**src/design/qrb_defines.vh**
```
`ifndef QRB_DEFINES_VH
`define QRB_DEFINES_VH

// ----------------------------------------------------------------------
// Register map (byte addresses, one 32-bit word each)
// ----------------------------------------------------------------------
`define QRB_ADDR_W 8
`define QRB_OFF_CTRL 8'h00
`define QRB_OFF_ADDR 8'h04
`define QRB_OFF_CFG 8'h08
`define QRB_OFF_LEN 8'h0C
`define QRB_OFF_STAT 8'h10
`define QRB_OFF_DATA 8'h14

// CTRL fields
`define QRB_CTRL_GO 0
`define QRB_CTRL_CMD_LO 1
`define QRB_CTRL_CMD_HI 2
`define QRB_CTRL_QPI 3
`define QRB_CTRL_CONT 4
`define QRB_CTRL_QE 5
`define QRB_CTRL_STOP 6

// CFG fields
`define QRB_CFG_WRAP_HI 7
`define QRB_CFG_DUM_LO 8
`define QRB_CFG_DUM_HI 11

// STATUS fields
`define QRB_ST_BUSY 0
`define QRB_ST_VALID 1
`define QRB_ST_CONT 2
`define QRB_ST_REFUSED 3

// Reset values
`define QRB_WRAP_DEF 8'h10
`define QRB_DUM_DEF 4'h4
`define QRB_LEN_DEF 16'h0001

// ----------------------------------------------------------------------
// Commands
// ----------------------------------------------------------------------
`define QRB_CMD_QOR 2'h0
`define QRB_CMD_QIO 2'h1
`define QRB_CMD_WRAP 2'h2
`define QRB_CMD_CRST 2'h3

`define QRB_OP_QOR 8'h6B
`define QRB_OP_QIO 8'hEB
`define QRB_OP_WRAP 8'h77
`define QRB_OP_CRST 8'hFF

`define QRB_MODE_CONT 8'h20
`define QRB_MODE_NORM 8'h00

// Link clock counts per phase
`define QRB_CLK_OP1 6'h08
`define QRB_CLK_OP4 6'h02
`define QRB_CLK_AD1 6'h18
`define QRB_CLK_AD4 6'h06
`define QRB_CLK_MODE 6'h02
`define QRB_CLK_QORD 6'h08
`define QRB_CLK_WRAP 6'h20
`define QRB_CLK_NIB 6'h02

// Link timing
`define QRB_PCLK_NS 100
`define QRB_SCLK_NS 800

`endif

```
**src/design/qrb_host.v**
```verilog
// Functional notes
// - Quad enable must be set before quad reads
// - Host changes on falling, device samples rising
// - Quad output read: opcode, address, eight dummies
// - Quad io read: quad address, mode, dummies
// - Host may raise select during data
// - Host drives lines during mode clocks
// - Send non one-zero when not continuous
// - No wrap for quad io in four-line mode
// - Wrap frame: opcode, 24 dummies, wrap byte
// - Bit four one disables; length field sizes
//
// Implementation choices: the APB interface to the registers and the placing of the registers.
`include "qrb_defines.vh"
`default_nettype none

module qrb_host #(
	parameter HALF = `QRB_SCLK_NS / (2 * `QRB_PCLK_NS)
) (
	input wire pclk, // Block clock
	input wire presetn, // Async reset, active low
	input wire psel, // APB select
	input wire penable, // APB enable
	input wire pwrite, // APB direction
	input wire [`QRB_ADDR_W-1:0] paddr, // APB byte address
	input wire [31:0] pwdata, // APB write data
	output reg [31:0] prdata, // APB read data
	output reg pready, // APB ready
	output reg pslverr, // APB error on unmapped address
	output reg sclk, // Link clock to the flash
	output reg cs_n, // Chip select, active low
	output reg [3:0] io_o, // io_line_3..0 drive value
	output reg [3:0] io_oe_n, // io_line_3..0 enable, low drives
	input wire [3:0] io_i // io_line_3..0 pin level
);

	// ------------------------------------------------------------------
	// Sequencer states
	// ------------------------------------------------------------------
	localparam S_IDLE = 3'h0;
	localparam S_CMD = 3'h1;
	localparam S_ADDR = 3'h2;
	localparam S_MODE = 3'h3;
	localparam S_DUMMY = 3'h4;
	localparam S_DATA = 3'h5;
	localparam S_WRAP = 3'h6;
	localparam S_END = 3'h7;

	reg [2:0] state_reg;
	reg [31:0] sh_reg;
	reg [5:0] cnt_reg;
	reg quad_reg;
	reg [1:0] cmd_reg;
	reg qpi_reg;
	reg cont_reg;
	reg qe_reg;
	reg [23:0] addr_reg;
	reg [7:0] wrap_reg;
	reg [3:0] dum_reg;
	reg [15:0] len_reg;
	reg [15:0] rem_reg;
	reg [3:0] rx_nib_reg;
	reg [7:0] rx_data_reg;
	reg rx_valid_reg;
	reg cont_active_reg;
	reg refused_reg;
	reg go_reg;
	reg stop_reg;

	wire [3:0] io_s;
	wire tick;
	wire apb_done;
	wire wr;
	wire rd;
	wire rise;
	wire fall;
	wire stall;
	wire [5:0] dum_ext;
	wire [5:0] dum_qpi;
	wire busy;
	wire bad_req;

	// ------------------------------------------------------------------
	// Pin sampling and link clock enable
	// ------------------------------------------------------------------
	qrb_sync #(.W(4)) u_sync (
		.clk(pclk),
		.rst_n(presetn),
		.d(io_i),
		.q(io_s)
	);

	// Holding the link clock is the back-pressure: no byte is overwritten
	// An abort lifts the hold, else a cut frame would never close
	assign stall = (state_reg == S_DATA) && rx_valid_reg && !sclk &&
		(cnt_reg == `QRB_CLK_NIB) && !stop_reg;

	qrb_clkdiv #(.HALF(HALF)) u_div (
		.clk(pclk),
		.rst_n(presetn),
		.en(!stall),
		.tick(tick)
	);

	assign rise = tick && !sclk && (state_reg != S_IDLE) &&
		(state_reg != S_END);
	assign fall = tick && sclk;
	assign busy = (state_reg != S_IDLE);
	assign dum_ext = {2'b00, dum_reg};
	assign dum_qpi = (dum_ext > `QRB_CLK_MODE) ?
		dum_ext - `QRB_CLK_MODE : 6'h00;

	// ------------------------------------------------------------------
	// Helpers
	// ------------------------------------------------------------------
	function [3:0] pres;
		input [31:0] s;
		input q;
		begin
			pres = q ? s[31:28] : {3'b000, s[31]};
		end
	endfunction

	function mapped;
		input [`QRB_ADDR_W-1:0] a;
		begin
			mapped = (a == `QRB_OFF_CTRL) || (a == `QRB_OFF_ADDR) ||
				(a == `QRB_OFF_CFG) || (a == `QRB_OFF_LEN) ||
				(a == `QRB_OFF_STAT) || (a == `QRB_OFF_DATA);
		end
	endfunction

	// Enter a phase; drive only io_line_0 unless quad
	task load;
		input [2:0] st;
		input [31:0] s;
		input [5:0] c;
		input q;
		input drv;
		begin
			state_reg <= st;
			sh_reg <= s;
			cnt_reg <= c;
			quad_reg <= q;
			io_o <= pres(s, q);
			io_oe_n <= !drv ? 4'hF : (q ? 4'h0 : 4'hE);
		end
	endtask

	// ------------------------------------------------------------------
	// APB slave, one wait state
	// ------------------------------------------------------------------
	assign apb_done = psel && penable && pready;
	assign wr = apb_done && pwrite && mapped(paddr);
	assign rd = apb_done && !pwrite && mapped(paddr);

	always @(posedge pclk or negedge presetn) begin
		if (!presetn) begin
			pready <= 1'b0;
			pslverr <= 1'b0;
			prdata <= 32'h00000000;
		end else if (psel && penable && !pready) begin
			pready <= 1'b1;
			pslverr <= !mapped(paddr);
			prdata <= 32'h00000000;
			if (!pwrite) begin
				case (paddr)
				`QRB_OFF_CTRL:
					prdata <= {26'h0, qe_reg, cont_reg, qpi_reg,
						cmd_reg, 1'b0};
				`QRB_OFF_ADDR: prdata <= {8'h00, addr_reg};
				`QRB_OFF_CFG: prdata <= {20'h0, dum_reg, wrap_reg};
				`QRB_OFF_LEN: prdata <= {16'h0000, len_reg};
				`QRB_OFF_STAT:
					prdata <= {28'h0, refused_reg, cont_active_reg,
						rx_valid_reg, busy};
				`QRB_OFF_DATA: prdata <= {24'h000000, rx_data_reg};
				default: prdata <= 32'h00000000;
				endcase
			end
		end else begin
			pready <= 1'b0;
			pslverr <= 1'b0;
		end
	end

	// Reads need quad enable; a skipped opcode only suits quad io read
	assign bad_req = ((cmd_reg == `QRB_CMD_QOR ||
		cmd_reg == `QRB_CMD_QIO) && !qe_reg) ||
		(cmd_reg == `QRB_CMD_QOR && qpi_reg) ||
		(cmd_reg == `QRB_CMD_WRAP && qpi_reg) ||
		(cont_active_reg && cmd_reg != `QRB_CMD_QIO &&
		cmd_reg != `QRB_CMD_CRST);

	// ------------------------------------------------------------------
	// Configuration registers
	// ------------------------------------------------------------------
	always @(posedge pclk or negedge presetn) begin
		if (!presetn) begin
			cmd_reg <= `QRB_CMD_QOR;
			qpi_reg <= 1'b0;
			cont_reg <= 1'b0;
			qe_reg <= 1'b0;
			addr_reg <= 24'h000000;
			wrap_reg <= `QRB_WRAP_DEF;
			dum_reg <= `QRB_DUM_DEF;
			len_reg <= `QRB_LEN_DEF;
			go_reg <= 1'b0;
			stop_reg <= 1'b0;
		end else begin
			if (wr && paddr == `QRB_OFF_CTRL) begin
				if (!busy) begin
					cmd_reg <= pwdata[`QRB_CTRL_CMD_HI:`QRB_CTRL_CMD_LO];
					qpi_reg <= pwdata[`QRB_CTRL_QPI];
					cont_reg <= pwdata[`QRB_CTRL_CONT];
					qe_reg <= pwdata[`QRB_CTRL_QE];
				end
				go_reg <= pwdata[`QRB_CTRL_GO] && !busy;
				stop_reg <= pwdata[`QRB_CTRL_STOP] && busy;
			end else begin
				// A start is used up at its tick, refused or not
				if (busy || tick)
					go_reg <= 1'b0;
				if (!busy)
					stop_reg <= 1'b0;
			end
			if (wr && !busy && paddr == `QRB_OFF_ADDR)
				addr_reg <= pwdata[23:0];
			if (wr && !busy && paddr == `QRB_OFF_CFG) begin
				wrap_reg <= pwdata[`QRB_CFG_WRAP_HI:0];
				dum_reg <= pwdata[`QRB_CFG_DUM_HI:`QRB_CFG_DUM_LO];
			end
			if (wr && !busy && paddr == `QRB_OFF_LEN)
				len_reg <= pwdata[15:0];
		end
	end

	// ------------------------------------------------------------------
	// Link sequencer
	// ------------------------------------------------------------------
	always @(posedge pclk or negedge presetn) begin
		if (!presetn) begin
			state_reg <= S_IDLE;
			sh_reg <= 32'h00000000;
			cnt_reg <= 6'h00;
			quad_reg <= 1'b0;
			sclk <= 1'b0;
			cs_n <= 1'b1;
			io_o <= 4'h0;
			io_oe_n <= 4'hF;
			rem_reg <= 16'h0000;
			rx_nib_reg <= 4'h0;
			rx_data_reg <= 8'h00;
			rx_valid_reg <= 1'b0;
			cont_active_reg <= 1'b0;
			refused_reg <= 1'b0;
		end else begin
			// A delivered byte wins over the clearing read
			if (rd && paddr == `QRB_OFF_DATA)
				rx_valid_reg <= 1'b0;
			if (wr && paddr == `QRB_OFF_STAT &&
					pwdata[`QRB_ST_REFUSED])
				refused_reg <= 1'b0;
			if (rise) begin
				sclk <= 1'b1;
				cnt_reg <= cnt_reg - 6'h01;
				if (state_reg == S_DATA) begin
					rx_nib_reg <= io_s;
					if (cnt_reg == 6'h01) begin
						rx_data_reg <= {rx_nib_reg, io_s};
						rx_valid_reg <= 1'b1;
					end
				end
			end
			if (tick && state_reg == S_IDLE && go_reg) begin
				if (bad_req) begin
					refused_reg <= 1'b1;
				end else begin
					cs_n <= 1'b0;
					rem_reg <= (len_reg == 16'h0000) ? 16'h0000 :
						len_reg - 16'h0001;
					if (cmd_reg == `QRB_CMD_QIO && cont_active_reg)
						load(S_ADDR, {addr_reg, 8'h00},
							`QRB_CLK_AD4, 1'b1, 1'b1);
					else if (cmd_reg == `QRB_CMD_QIO && qpi_reg)
						load(S_CMD, {`QRB_OP_QIO, 24'h0},
							`QRB_CLK_OP4, 1'b1, 1'b1);
					else if (cmd_reg == `QRB_CMD_QIO)
						load(S_CMD, {`QRB_OP_QIO, 24'h0},
							`QRB_CLK_OP1, 1'b0, 1'b1);
					else if (cmd_reg == `QRB_CMD_QOR)
						load(S_CMD, {`QRB_OP_QOR, 24'h0},
							`QRB_CLK_OP1, 1'b0, 1'b1);
					else if (cmd_reg == `QRB_CMD_WRAP)
						load(S_CMD, {`QRB_OP_WRAP, 24'h0},
							`QRB_CLK_OP1, 1'b0, 1'b1);
					else
						load(S_CMD, {`QRB_OP_CRST, 24'h0},
							`QRB_CLK_OP1, 1'b0, 1'b1);
				end
			end
			if (tick && state_reg == S_END) begin
				cs_n <= 1'b1;
				state_reg <= S_IDLE;
			end
			if (fall) begin
				sclk <= 1'b0;
				if (stop_reg) begin
					state_reg <= S_END;
					io_oe_n <= 4'hF;
				end else if (cnt_reg != 6'h00) begin
					sh_reg <= quad_reg ? {sh_reg[27:0], 4'h0} :
						{sh_reg[30:0], 1'b0};
					io_o <= pres(quad_reg ? {sh_reg[27:0], 4'h0} :
						{sh_reg[30:0], 1'b0}, quad_reg);
				end else begin
					case (state_reg)
					S_CMD: begin
						if (cmd_reg == `QRB_CMD_QOR)
							load(S_ADDR, {addr_reg, 8'h00},
								`QRB_CLK_AD1, 1'b0, 1'b1);
						else if (cmd_reg == `QRB_CMD_QIO)
							load(S_ADDR, {addr_reg, 8'h00},
								`QRB_CLK_AD4, 1'b1, 1'b1);
						else if (cmd_reg == `QRB_CMD_WRAP)
							load(S_WRAP, {24'h000000, wrap_reg},
								`QRB_CLK_WRAP, 1'b0, 1'b1);
						else begin
							load(S_END, 32'h0, 6'h00, 1'b0, 1'b0);
							cont_active_reg <= 1'b0;
						end
					end
					S_ADDR: begin
						if (cmd_reg == `QRB_CMD_QOR)
							load(S_DUMMY, 32'h0, `QRB_CLK_QORD,
								1'b0, 1'b0);
						else
							load(S_MODE, {cont_reg ? `QRB_MODE_CONT :
								`QRB_MODE_NORM, 24'h0},
								`QRB_CLK_MODE, 1'b1, 1'b1);
					end
					S_MODE: begin
						cont_active_reg <= cont_reg;
						if ((qpi_reg ? dum_qpi : dum_ext) == 6'h00)
							load(S_DATA, 32'h0, `QRB_CLK_NIB,
								1'b1, 1'b0);
						else
							load(S_DUMMY, 32'h0, qpi_reg ? dum_qpi :
								dum_ext, 1'b1, 1'b0);
					end
					S_DUMMY:
						load(S_DATA, 32'h0, `QRB_CLK_NIB, 1'b1, 1'b0);
					S_DATA: begin
						if (rem_reg == 16'h0000)
							load(S_END, 32'h0, 6'h00, 1'b0, 1'b0);
						else begin
							rem_reg <= rem_reg - 16'h0001;
							cnt_reg <= `QRB_CLK_NIB;
						end
					end
					S_WRAP:
						load(S_END, 32'h0, 6'h00, 1'b0, 1'b0);
					default:
						load(S_END, 32'h0, 6'h00, 1'b0, 1'b0);
					endcase
				end
			end
		end
	end

endmodule

`default_nettype wire

```
**src/design/qrb_sync.v**
```verilog
`default_nettype none

module qrb_sync #(
	parameter W = 4
) (
	input wire clk, // Sampling clock
	input wire rst_n, // Async reset, active low
	input wire [W-1:0] d, // Asynchronous inputs
	output wire [W-1:0] q // Synchronised outputs
);

	// ------------------------------------------------------------------
	// Two flops per bit; the first is read only by the second
	// ------------------------------------------------------------------
	genvar i;
	generate
		for (i = 0; i < W; i = i + 1) begin : g_bit
			reg s1_reg;
			reg s2_reg;
			always @(posedge clk or negedge rst_n) begin
				if (!rst_n) begin
					s1_reg <= 1'b0;
					s2_reg <= 1'b0;
				end else begin
					s1_reg <= d[i];
					s2_reg <= s1_reg;
				end
			end
			assign q[i] = s2_reg;
		end
	endgenerate

endmodule

`default_nettype wire

```
**src/design/qrb_clkdiv.v**
```verilog
`default_nettype none

module qrb_clkdiv #(
	parameter HALF = 4
) (
	input wire clk, // Block clock
	input wire rst_n, // Async reset, active low
	input wire en, // Count enable; low stalls the link
	output reg tick // One-cycle pulse every HALF enabled cycles
);

	reg [7:0] cnt_reg;

	always @(posedge clk or negedge rst_n) begin
		if (!rst_n) begin
			cnt_reg <= 8'h00;
			tick <= 1'b0;
		end else if (en) begin
			if (cnt_reg == HALF[7:0] - 8'h01) begin
				cnt_reg <= 8'h00;
				tick <= 1'b1;
			end else begin
				cnt_reg <= cnt_reg + 8'h01;
				tick <= 1'b0;
			end
		end else begin
			tick <= 1'b0;
		end
	end

endmodule

`default_nettype wire

```
**config.mk**
```make
export PLATFORM = sky130hd
export DESIGN_NAME = qrb_host
export DESIGN_NICKNAME = d
export VERILOG_FILES = /design/src/design/qrb_host.v /design/src/design/qrb_sync.v /design/src/design/qrb_clkdiv.v
export VERILOG_INCLUDE_DIRS = /design/src /design/src/design
export SDC_FILE = /design/constraint.sdc
export NUM_CORES = 1
export LEC_CHECK = 0
export BUFFER_PORTS_ARGS = -buffer_cell sky130_fd_sc_hd__buf_2
export CAP_MARGIN = 40
export CORE_MARGIN = 2
export CORE_UTILIZATION = 56
export DETAILED_ROUTE_END_ITERATION = 8
export PLACE_DENSITY = 0.86
export SLEW_MARGIN = 10
export SYNTH_ARGS = -nofsm -noshare
export SYNTH_HDL_FRONTEND = slang
export SYNTH_SLANG_ARGS = --single-unit
export TNS_END_PERCENT = 5
```
**constraint.sdc**
```tcl
create_clock -name pclk -period 3.8 [get_ports pclk]
set_input_delay 0.57 -clock pclk [delete_from_list [all_inputs] [get_ports pclk]]
set_output_delay 0.57 -clock pclk [all_outputs]
set_load 0.02 [all_outputs]
```
==> impl_results.md <==
- Worst Tran Pin Value: just over 0.9 ns
- FFs w/ async S/R, synth: 1.00
- Crit path largest cell delay: between 0.7 and 0.8 ns
- Max Fclk: around 0.36 GHz
- Global route total overflow: 0
- GRT Total Usage: 0.298
- CTS-repair resized insts: 0
- Pwr/cell area: about 350 nW/µm²
- ANT cells: 0
- Worst Skew: ~0.014 ns
- Fillers: 1353
- R2R cell count: 7
- Htree depth: 4
- CTS sink count: around 180
- CP cell instances: inv_1 > ha_1 > nor4b_1 > nand4_1 > a31oi_2 > buf_4 > o22ai_1
- Unrepaired setup endpoints after global routing: false
- Reg-to-reg slack, setup: about 1 ns
- Initial Util: 0.567
- Worst vdd ir: between 0.3 and 0.4 mV
- Critical path start-end classification: reg2reg
- Port Buf Inserts: 76
- First-pass GRT wire length: between 40000 and 50000 µm
- Largest net degree at the start of global routing: 85
- Max-Cap Viols: 0
- Hold Vio Cnt, Final: 0
- Drt drc: 0
- Worst skew pair latency: between 0.4 and 0.5 ns
- WP data arrival: between 3 and 4 ns
- #FFs+latches synth: 184
- Vias: about 8400
- Synth cell types: 74
- Final nets: roughly 1100
- Num CTS Buffers: 17
- Crit. End Element: flip-flop
- Hold/Removal Path Class: in2async
- Post-synth top area share: 0.452
- Fin crit period: around 2.8 ns
- Post-synthesis sequential area ratio: 0.474
- Final worst-path cycle share: 0.736
- Crit path from: rem_reg[0]$_DFF_PN0_
- Vias in the first global route: between 7000 and 8000
- Antenna-violating nets left: 0
- DR vias/cell: approximately 6.7
- Setup tns final: 0 ns
- Capturing point of the worst reg2reg path: sh_reg[8]$_DFF_PN0_
- Top post-synthesis cells by count: dfrtp_1, mux2_2, nand2_1
- Post-CTS Setup Inserts: 0
- Area of the die: roughly 18000 µm²
- Worst Path Required: roughly 4.1 ns
- Die Ht: roughly 140 µm
- Top FF cell, synth: dfrtp_1
- Synth area leader: dfrtp_1
- Root Buffer Master: clkbuf_16
- Synthesized cell area: roughly 10000 µm²
- Worst-path cell with the longest stage delay: a31oi_2
- Top delay family on crit path: compound AO/OA/AOI/OAI gates
- Number of synthesized flops with an enable pin: 0
- Pleak: approximately 0.005 µW
- Gpl congestion: 0.960
- Worst Path Max Fanout: 15
- Status: complete, no violations
- Wire length after detailed routing: about 27000 µm
- Core area: 17200 µm²
- Share of cells above drive strength 1: 0.227
- Cells after Synth: 960
- Clock buffer depth: 2
- Number of cells on the critical path: 7
- Min Hold Slack: 0.159 ns
- CTS clk-pin slew, worst paths: roughly 0.070 ns
- Final slew viol count: 0
- WP buf/inv: 2
- Synth area leaders: dfrtp_1, mux2_2, a21oi_1
- Initial antenna violation count: 0
- Layout area overhead: 12.9%
- Drt wl/cell: roughly 21 µm
- Syn avg cell area: just over 10 µm²
- Yosys warns: 0
- Setup violators final: 0
- Max FFs per register: 31
- CTS tree: done
- IO Pins: just over 90
- Detailed Place HPWL: between 15000 and 20000 µm
- RR Startpoint: rem_reg[0]$_DFF_PN0_
- Iteration count of the initial detailed-routing pass: 6
- Violation count after the first detailed-route iteration: 1013
- Worst setup endpoint: sh_reg[8]$_DFF_PN0_
- CTS Hold Bufs: 0
- Most common cell in the netlist: dfrtp_1
- Rows: 48
- Worst Setup Start Kind: flip-flop
- Width of the die: between 100 and 150 µm
- Slew headroom: 0.383
-- through the flow --
step	instances	area, µm²	power [µW]	util	setup slack (ns)
finish	1261	11000	3890	0.640	1.00
global route	1261	11000	4000	0.640	0.884
CTS	1261	11000	3920	0.640	1.05
detailed placement	1229	10400	2120	0.604	0.896
global placement	1229	10400	2120	0.604	0.912
floorplan	967	9770	2040	-	1.39
-- kinds of logic (layout without fill, tap and decap cells) --
| family | after synthesis | count (layout) | synth area share |
|---|---|---|---|
| simple gates | 294 | 294 | 0.161 |
| other cells | 1 | 8 | 0.000385 |
| compound gates | 250 | 250 | 0.170 |
| xor+xnor | 21 | 21 | 0.0189 |
| buf+inv | 90 | 159 | 0.0392 |
| fa+ha+maj | 12 | 12 | 0.0152 |
| mux | 108 | 108 | 0.122 |
| flops | 184 | 184 | 0.474 |
-- power by group --
part	internal, µW	leakage, µW	switching, µW	total, µW
Clock	913	0.000300	898	1810
Sequential	1960	0.00251	2.48	1960
Combinational	28.2	0.00220	87.9	116
Total	2900	0.00501	989	3890
-- cells in the final DEF, fill, tap and decap left out, types with 27 or more instances in the layout --
cell type / count
nand2_1: 70
nand3_1: 27
mux2i_1: 34
buf_4: 28
nor2_1: 64
a21oi_1: 68
o22ai_1: 27
buf_2: 75
dfrtp_1: 176
o21ai_0: 37
mux2_2: 73
-- worst min path at each step --
stage | end | cells past startpoint | startpoint
4_1_cts | addr_reg[20]$_DFFE_PN0P_ | 1 | presetn
3_3_place_gp | u_sync.g_bit[2].s2_reg$_DFF_PN0_ | 0 | u_sync.g_bit[2].s1_reg$_DFF_PN0_
5_1_grt | u_sync.g_bit[3].s1_reg$_DFF_PN0_ | 1 | io_i[3]
6_report | sh_reg[26]$_DFF_PN0_ | 1 | presetn
2_1_floorplan | addr_reg[0]$_DFFE_PN0P_ | 0 | presetn
3_5_place_dp | u_sync.g_bit[0].s2_reg$_DFF_PN0_ | 0 | u_sync.g_bit[0].s1_reg$_DFF_PN0_
-- final cells by class --
class / instances / area [µm²] / area share
Multi-Input combinational cell: 693 / 4780 / 0.435
Sequential cell: 184 / 4610 / 0.420
Timing Repair Buffer: 105 / 617 / 0.0561
Clock buffer: 18 / 439 / 0.0399
Tap cell: 225 / 282 / 0.0256
Clock inverter: 14 / 175 / 0.0159
Inverter: 22 / 82.6 / 0.00751
-- worst register-to-register path, delay by kind of cell, from the launching register on --
kind	cells	cell delay, ns
compound gates	2	0.91
simple gates	2	0.72
buf+inv	2	0.45
flops	1	0.42
fa+ha+maj	1	0.15
-- layer usage --
metal	vias up	part of all wire	GRT usage	wire length, µm
li1	3700	-	-	-
met1	4143	0.41	0.415	11100
met2	483	0.46	0.467	12300
met3	63	0.094	0.0574	2510
met4	0	0.029	0.110	768
met5	-	0	0	0
Power figures use the tool's default switching activity.
